### src/csg_pkg.sv
package csg_pkg;
    // ------------------------------------------------------------
    // timing base
    // ------------------------------------------------------------
    localparam int CLK_PERIOD_NS = 10;
    // strap sampling window after reset release (least time, round up)
    localparam int POR_NS = 10000;
    localparam int POR_CYC = (POR_NS + CLK_PERIOD_NS - 1) / CLK_PERIOD_NS;
    // oscillator restart budget, kept under the 3 ms ceiling (longest, round down)
    localparam int PWRUP_LAT_NS = 2000000;
    localparam int PWRUP_LAT_CYC = PWRUP_LAT_NS / CLK_PERIOD_NS;
    // settle time with every output low before the oscillators stop
    localparam int PD_HOLD_NS = 80;
    localparam int PD_HOLD_CYC = PD_HOLD_NS / CLK_PERIOD_NS;
    localparam int CNT_W = 18;

    // ------------------------------------------------------------
    // half periods of each clock group, in reference cycles
    // ------------------------------------------------------------
    localparam int PROC_HALF = 1;
    localparam int PCI_HALF = 2;
    localparam int SDR_HALF = 1;
    localparam int REF_HALF = 3;
    localparam int USB_HALF = 1;

    // ------------------------------------------------------------
    // strap latch and shared pin layout
    // ------------------------------------------------------------
    localparam int STRAP_W = 5;
    localparam int PIN_REF1 = 0;
    localparam int PIN_REF0 = 1;
    localparam int PIN_PCI_FREE = 2;
    localparam int PIN_PCI0 = 3;
    localparam int PIN_USB = 4;
    localparam logic [STRAP_W-1:0] STRAP_RST = 5'h00;

    // ------------------------------------------------------------
    // synchroniser lanes, idle level high (all inputs active low)
    // ------------------------------------------------------------
    localparam int SYN_W = 4;
    localparam int SYN_PROC = 0;
    localparam int SYN_PCI = 1;
    localparam int SYN_SDR = 2;
    localparam int SYN_PD = 3;
    localparam logic [SYN_W-1:0] SYN_RST = 4'hF;

    // ------------------------------------------------------------
    // power sequencer states
    // ------------------------------------------------------------
    typedef enum logic [2:0] {
        CSG_ST_STRAP = 3'b000,
        CSG_ST_RUN = 3'b001,
        CSG_ST_DRAIN = 3'b010,
        CSG_ST_HOLD = 3'b011,
        CSG_ST_OFF = 3'b100,
        CSG_ST_WAKE = 3'b101
    } csg_state_e;
endpackage

### src/csg_clk_div.sv
`timescale 1ns/10ps
`default_nettype none
module csg_clk_div #(
    parameter int HALF = 1
) (
    input wire logic clk_in,
    input wire logic rst_n_in,
    input wire logic run_in,
    input wire logic gate_in,
    input wire logic force_low_in,
    output logic clk_out,
    output logic fall_out
);
    // ------------------------------------------------------------
    // phase counter and gate
    // ------------------------------------------------------------
    localparam int W = (HALF > 1) ? $clog2(HALF) : 1;
    localparam logic [W-1:0] LAST = W'(HALF - 1);
    localparam logic [W-1:0] ONE = W'(1);

    logic [W-1:0] cnt_q;
    logic [W-1:0] cnt_d;
    logic phase_q;
    logic phase_d;
    logic en_q;
    logic en_d;
    logic clk_d;
    wire wrap = (cnt_q == LAST);
    wire step = run_in & wrap;

    // counter freezes while the oscillator is off
    assign cnt_d = !run_in ? cnt_q : (wrap ? '0 : cnt_q + ONE);
    assign phase_d = phase_q ^ step;
    // gate only changes at the low-to-high point: stops low, restarts full high
    assign en_d = force_low_in ? 1'b0 : ((step & ~phase_q) ? ~gate_in : en_q);
    assign clk_d = phase_d & en_d & ~force_low_in;
    assign fall_out = step & phase_q;

    // state registers
    always_ff @(posedge clk_in) begin
        if (!rst_n_in) begin
            cnt_q <= '0;
            phase_q <= 1'b0;
            en_q <= 1'b0;
            clk_out <= 1'b0;
        end else begin
            cnt_q <= cnt_d;
            phase_q <= phase_d;
            en_q <= en_d;
            clk_out <= clk_d;
        end
    end
endmodule
`default_nettype wire

### src/csg_clock_gate.sv
`timescale 1ns/10ps
`default_nettype none
module csg_clock_gate #(
    parameter int PCI_N = 4,
    parameter int SDR_N = 13,
    parameter int LOCK_CYC = csg_pkg::PWRUP_LAT_CYC,
    parameter int POR_CYC = csg_pkg::POR_CYC,
    parameter int HOLD_CYC = csg_pkg::PD_HOLD_CYC
) (
    input wire logic clk_in,
    input wire logic rst_n_in,
    input wire logic proc_stop_n_in,
    input wire logic pci_stop_n_in,
    input wire logic sdram_stop_n_in,
    input wire logic power_down_n_in,
    input wire logic [csg_pkg::STRAP_W-1:0] strap_pin_in,
    output logic [csg_pkg::STRAP_W-1:0] strap_pin_out,
    output logic [csg_pkg::STRAP_W-1:0] strap_pin_oe_n_out,
    output logic [csg_pkg::STRAP_W-1:0] strap_value_out,
    output logic proc_clk_out,
    output logic [PCI_N-1:0] pci_clk_out,
    output logic [SDR_N-1:0] sdram_clk_out,
    output logic osc_enable_out,
    output logic power_down_out
);
    // ------------------------------------------------------------
    // declarations
    // ------------------------------------------------------------
    localparam logic [csg_pkg::CNT_W-1:0] POR_LAST = csg_pkg::CNT_W'(POR_CYC - 1);
    localparam logic [csg_pkg::CNT_W-1:0] HOLD_LAST = csg_pkg::CNT_W'(HOLD_CYC - 1);
    localparam logic [csg_pkg::CNT_W-1:0] LOCK_LAST = csg_pkg::CNT_W'(LOCK_CYC - 1);
    localparam logic [csg_pkg::CNT_W-1:0] CNT_ONE = csg_pkg::CNT_W'(1);

    csg_pkg::csg_state_e state_q;
    csg_pkg::csg_state_e state_d;
    logic [csg_pkg::SYN_W-1:0] sync1_q;
    logic [csg_pkg::SYN_W-1:0] sync2_q;
    logic [csg_pkg::CNT_W-1:0] cnt_q;
    logic [csg_pkg::CNT_W-1:0] cnt_d;
    logic [csg_pkg::STRAP_W-1:0] strap_q;
    logic [csg_pkg::STRAP_W-1:0] strap_d;
    logic strap_done_q;
    logic strap_done_d;
    logic force_q;
    logic force_d;
    logic osc_q;
    logic osc_d;
    logic pd_q;
    logic pd_d;
    logic proc_clk;
    logic pci_clk;
    logic pci_free_clk;
    logic sdr_clk;
    logic ref_clk;
    logic usb_clk;
    logic proc_fall;

    // ------------------------------------------------------------
    // input synchronisers
    // ------------------------------------------------------------
    // two flops per lane; only the second stage feeds any logic
    always_ff @(posedge clk_in) begin
        if (!rst_n_in) begin
            sync1_q <= csg_pkg::SYN_RST;
            sync2_q <= csg_pkg::SYN_RST;
        end else begin
            sync1_q <= {power_down_n_in, sdram_stop_n_in, pci_stop_n_in, proc_stop_n_in};
            sync2_q <= sync1_q;
        end
    end

    // synchronised, active-high request levels
    wire proc_stop = ~sync2_q[csg_pkg::SYN_PROC];
    wire pci_stop = ~sync2_q[csg_pkg::SYN_PCI];
    wire sdr_stop = ~sync2_q[csg_pkg::SYN_SDR];
    wire pd_req = ~sync2_q[csg_pkg::SYN_PD];

    // ------------------------------------------------------------
    // state decode
    // ------------------------------------------------------------
    wire st_strap = (state_q == csg_pkg::CSG_ST_STRAP);
    wire st_run = (state_q == csg_pkg::CSG_ST_RUN);
    wire st_drain = (state_q == csg_pkg::CSG_ST_DRAIN);
    wire st_hold = (state_q == csg_pkg::CSG_ST_HOLD);
    wire st_off = (state_q == csg_pkg::CSG_ST_OFF);
    wire st_wake = (state_q == csg_pkg::CSG_ST_WAKE);
    wire pd_active = st_drain | st_hold | st_off | st_wake;
    wire all_low = ~(proc_clk | pci_clk | pci_free_clk | sdr_clk | ref_clk | usb_clk);
    wire por_done = st_strap & (cnt_q == POR_LAST);
    wire hold_done = st_hold & all_low & (cnt_q == HOLD_LAST);
    wire lock_done = st_wake & (cnt_q == LOCK_LAST);

    // ------------------------------------------------------------
    // gate selection
    // ------------------------------------------------------------
    // while powering down the stop levels do not matter: force wins
    wire gate_proc = proc_stop & ~pd_active;
    wire gate_pci = pci_stop & ~pd_active;
    wire gate_sdr = sdr_stop & ~pd_active;
    // reference and usb stop at their own next low point, may take a few cycles
    wire gate_slow = pd_active;
    // dividers freeze whenever the oscillator is off
    wire run_div = osc_q;

    // ------------------------------------------------------------
    // sequencer next state
    // ------------------------------------------------------------
    // one counter serves the strap window, hold and lock waits
    always_comb begin
        state_d = state_q;
        cnt_d = cnt_q + CNT_ONE;
        unique case (state_q)
            csg_pkg::CSG_ST_STRAP: begin
                if (por_done) begin
                    state_d = csg_pkg::CSG_ST_RUN;
                    cnt_d = '0;
                end
            end
            csg_pkg::CSG_ST_RUN: begin
                cnt_d = '0;
                if (pd_req) begin
                    state_d = csg_pkg::CSG_ST_DRAIN;
                end
            end
            csg_pkg::CSG_ST_DRAIN: begin
                cnt_d = '0;
                if (proc_fall) begin
                    state_d = csg_pkg::CSG_ST_HOLD;
                end
            end
            csg_pkg::CSG_ST_HOLD: begin
                // restart the count if a slow clock is still high
                if (!all_low) begin
                    cnt_d = '0;
                end
                if (hold_done) begin
                    state_d = csg_pkg::CSG_ST_OFF;
                    cnt_d = '0;
                end
            end
            csg_pkg::CSG_ST_OFF: begin
                cnt_d = '0;
                if (!pd_req) begin
                    state_d = csg_pkg::CSG_ST_WAKE;
                end
            end
            csg_pkg::CSG_ST_WAKE: begin
                if (lock_done) begin
                    state_d = csg_pkg::CSG_ST_RUN;
                    cnt_d = '0;
                end
            end
            default: begin
                state_d = csg_pkg::CSG_ST_RUN;
                cnt_d = '0;
            end
        endcase
    end

    // ------------------------------------------------------------
    // derived controls
    // ------------------------------------------------------------
    // strap value caught on the clock at the end of the window
    assign strap_d = por_done ? strap_pin_in : strap_q;
    assign strap_done_d = strap_done_q | por_done;
    // forced low from the processor falling edge until lock is back
    assign force_d = (st_drain & proc_fall) | st_hold | st_off | (st_wake & ~lock_done);
    // gated groups drop on the same edge as the processor clock; the processor
    // divider keeps the registered copy so its fall flag never loops back into itself
    wire force_now = force_d;
    // oscillator stops only after the hold proves every output low
    assign osc_d = ~((st_hold & hold_done) | (st_off & pd_req));
    assign pd_d = (state_d != csg_pkg::CSG_ST_STRAP) & (state_d != csg_pkg::CSG_ST_RUN);

    // sequencer registers
    always_ff @(posedge clk_in) begin
        if (!rst_n_in) begin
            state_q <= csg_pkg::CSG_ST_STRAP;
            cnt_q <= '0;
            strap_q <= csg_pkg::STRAP_RST;
            strap_done_q <= 1'b0;
            force_q <= 1'b0;
            osc_q <= 1'b1;
            pd_q <= 1'b0;
        end else begin
            state_q <= state_d;
            cnt_q <= cnt_d;
            strap_q <= strap_d;
            strap_done_q <= strap_done_d;
            force_q <= force_d;
            osc_q <= osc_d;
            pd_q <= pd_d;
        end
    end

    // ------------------------------------------------------------
    // clock generators
    // ------------------------------------------------------------
    // processor group
    csg_clk_div #(.HALF(csg_pkg::PROC_HALF)) u_proc (
        .clk_in(clk_in), .rst_n_in(rst_n_in), .run_in(run_div),
        .gate_in(gate_proc), .force_low_in(force_q),
        .clk_out(proc_clk), .fall_out(proc_fall)
    );
    // gated pci group
    csg_clk_div #(.HALF(csg_pkg::PCI_HALF)) u_pci (
        .clk_in(clk_in), .rst_n_in(rst_n_in), .run_in(run_div),
        .gate_in(gate_pci), .force_low_in(force_now),
        .clk_out(pci_clk), .fall_out()
    );
    // free-running pci copy ignores the pci stop
    csg_clk_div #(.HALF(csg_pkg::PCI_HALF)) u_pci_free (
        .clk_in(clk_in), .rst_n_in(rst_n_in), .run_in(run_div),
        .gate_in(1'b0), .force_low_in(force_now),
        .clk_out(pci_free_clk), .fall_out()
    );
    // sdram group finishes its cycle before stopping
    csg_clk_div #(.HALF(csg_pkg::SDR_HALF)) u_sdr (
        .clk_in(clk_in), .rst_n_in(rst_n_in), .run_in(run_div),
        .gate_in(gate_sdr), .force_low_in(force_now),
        .clk_out(sdr_clk), .fall_out()
    );
    // reference and usb are not forced, so a high phase is never cut
    csg_clk_div #(.HALF(csg_pkg::REF_HALF)) u_ref (
        .clk_in(clk_in), .rst_n_in(rst_n_in), .run_in(run_div),
        .gate_in(gate_slow), .force_low_in(1'b0),
        .clk_out(ref_clk), .fall_out()
    );
    csg_clk_div #(.HALF(csg_pkg::USB_HALF)) u_usb (
        .clk_in(clk_in), .rst_n_in(rst_n_in), .run_in(run_div),
        .gate_in(gate_slow), .force_low_in(1'b0),
        .clk_out(usb_clk), .fall_out()
    );

    // ------------------------------------------------------------
    // outputs
    // ------------------------------------------------------------
    // fan-out copies; all come straight from divider flops
    assign proc_clk_out = proc_clk;
    assign pci_clk_out = {PCI_N{pci_clk}};
    assign sdram_clk_out = {SDR_N{sdr_clk}};
    assign strap_pin_out[csg_pkg::PIN_REF1] = ref_clk;
    assign strap_pin_out[csg_pkg::PIN_REF0] = ref_clk;
    assign strap_pin_out[csg_pkg::PIN_PCI_FREE] = pci_free_clk;
    assign strap_pin_out[csg_pkg::PIN_PCI0] = pci_clk;
    assign strap_pin_out[csg_pkg::PIN_USB] = usb_clk;
    // pins stay released until the strap window closes
    assign strap_pin_oe_n_out = {csg_pkg::STRAP_W{~strap_done_q}};
    assign strap_value_out = strap_q;
    assign osc_enable_out = osc_q;
    assign power_down_out = pd_q;
endmodule
`default_nettype wire

### config.mk
export PLATFORM = sky130hd
export DESIGN_NAME = csg_clock_gate
export DESIGN_NICKNAME = d
export VERILOG_FILES = /design/src/csg_pkg.sv /design/src/csg_clk_div.sv /design/src/csg_clock_gate.sv
export SDC_FILE = /design/constraint.sdc
export NUM_CORES = 1
export LEC_CHECK = 0
export BUFFER_PORTS_ARGS = -buffer_cell sky130_fd_sc_hd__clkbuf_2
export CAP_MARGIN = 20
export CORE_ASPECT_RATIO = 1.1
export CORE_MARGIN = 2
export CORE_UTILIZATION = 58
export DETAILED_ROUTE_END_ITERATION = 12
export PLACE_DENSITY_LB_ADDON = 0.12
export SKIP_CTS_REPAIR_TIMING = 1
export SYNTH_ARGS = -nofsm -noshare
export SYNTH_HDL_FRONTEND = slang
export SYNTH_HIERARCHICAL = 1
export SYNTH_SLANG_ARGS = --single-unit
### constraint.sdc
create_clock -name clk_in -period 5.2 [get_ports clk_in]
set_clock_uncertainty 0.15 [all_clocks]
set_input_delay 1.04 -clock clk_in [delete_from_list [all_inputs] [get_ports clk_in]]
set_output_delay 1.04 -clock clk_in [all_outputs]
set_load 0.1 [all_outputs]
==> flow_summary_export.csv <==
group,metric,value,unit
outcome,status,"complete, no violations",
die,die-area,0.00584,sq mm
cells_and_area,final_cell_mix,"dfxtp_1, clkbuf_2, nor2_1",
hold_path,hp-class,"flop to flop",
timing,fmax,0.372,GHz
yosys,syn_avg_cell_area,9.96,sq um
yosys,ys_warn_count,6,
global_route,grt_max_degree,34,
worst_setup_path,endpoint_kind,"primary output",
timing,hold_ws,0.265,ns
worst_setup_path,cp.required,4.01,ns
worst_setup_path,worst_path_dominant_cell_family,"flip-flops",
yosys,netlist_instances,305,
worst_setup_path,criticalPathCategory,"flop to primary output",
worst_setup_path,worstSetupStartpointType,"flop",
job,cap_violations,0,
timing,slew_headroom,51.5,%
clock_tree,clk_pin_slew_worst_paths,0.06,ns
power,p_total,1.09,mW
placed_design,dp_hpwl,4000,microns
cells_and_area,fillers,432,
die,die_w,73.0,microns
worst_setup_path,slowest_delay,0.62,ns
die,rows,27,
timing,tns,0,ns
clock_tree,clock_sinks,60,
cells_and_area,antenna_cells,0,
timing,period_minus_slack,2.69,ns
worst_setup_path,crit_fanout,14,
global_route,grt.total_usage,21.0,%
cells_and_area,area_growth,9.10,%
global_route,gr-total-overflow,0,
placed_design,gp_congestion,0.795,
route,drc,0,
timing,finalHoldViolCount,0,
cells_and_area,final_nets,348,
power,p_per_area,330,mW/mm^2
route,via_per_inst,5.65,
die,core,0.00503,sq mm
placed_design,portBuffers,45,
timing,finalCritPeriodShare,51.7,%
worst_setup_path,path_cells,"clkbuf_2",
clock_tree,cts_tree,"done",
timing,setup-violations-final,0,
cells_and_area,final_common_cell,"dfxtp_1",
route,drt-wirelength-per-cell,14.4,microns
yosys,netlist_area,0.00304,sq mm
timing,slew_viol_final,0,
power,peakVddDrop,0.000155,V
clock_tree,cts_buffers,9,
timing,layout_setup_ws,2.51,ns
placed_design,dpl_worst_slack,2.59,ns
route,wirelength,5610,microns
die,ios,46,
worst_setup_path,cp.buffers_inverters,1,
clock_tree,htree_levels,3,
clock_tree,insertion_delay,0.33,ns
timing,rsz0062_at_grt,"no",
route,dr.first_iter.drc_count,88,
timing,tightest_slew,0.728,ns
die,chipHeight,79.9,microns
global_route,grt_pass1_vias,2163,
global_route,antenna_found_initial,0,
route,dr_total_vias,2204,
die,start_util,60.4,%
cells_and_area,final_util,65.9,%
global_route,grt_pass1_wl,9430,microns
worst_setup_path,arrival,1.50,ns
clock_tree,root_buffer,"clkbuf_8",
cells_and_area,drive_gt1_share,28.0,%
clock_tree,clockBufferDepth,2,
power,leakagePower,1.33,nW
route,first_pass_iters,4,
route,ant_nets,0,
worst_setup_path,critPathSlowestCell,"dfxtp_1",
==> layout make-up <==
class | count | area (sq um) | share of cell area, %
clock inverter | 1 | 30.0 | 0.906
tap | 58 | 72.6 | 2.19
timing repair buffer | 45 | 225 | 6.79
clock buffer | 13 | 179 | 5.40
inverter | 14 | 52.6 | 1.58
sequential | 60 | 1200 | 36.2
multi-input combinational | 199 | 1560 | 46.9
==> through the flow <==
stage                     area (sq um)  std cells
final                             3320        390
after global routing              3320        390
after CTS                         3320        390
after detailed placement          3110        376
after global placement            3110        376
after floorplan                   3050        309
==> final timing paths <==
kind                                      from             end  slack, ns  cells past startpoint
worst max register to register        cnt_q[0]       cnt_q[14]       2.75                      5
worst max-delay path            osc_enable_out  osc_enable_out       2.51                      1
worst min-delay path                sync1_q[2]      sync2_q[2]       0.26                      1
worst min register to register      sync1_q[2]      sync2_q[2]       0.26                      1
==> registers in the layout, summed over array words and instances (netlist names), 2 cells and up <==
signal / flops
cnt_q: 18
strap_value_out: 5
sync1_q: 4
sync2_q: 4
state_q: 3
u_ref/cnt_q: 2
==> power by group <==
group	switching (mW)	total, mW	internal (mW)	leakage [nW]
Clock	0.169	0.437	0.268	0.108
Sequential	0.0112	0.488	0.477	0.491
Combinational	0.129	0.168	0.0389	0.730
==> metal layers <==
layer	share of wire [%]	routed length, microns	track usage, %	vias up
met3	2.7	153	5.30	7
met4	1.4	79	9.26	0
met5	0	0	0	-
met1	43	2400	23.5	1049
li1	-	-	-	1115
met2	53	2980	37.0	33
No activity file was read; power rests on OpenSTA's default activity.
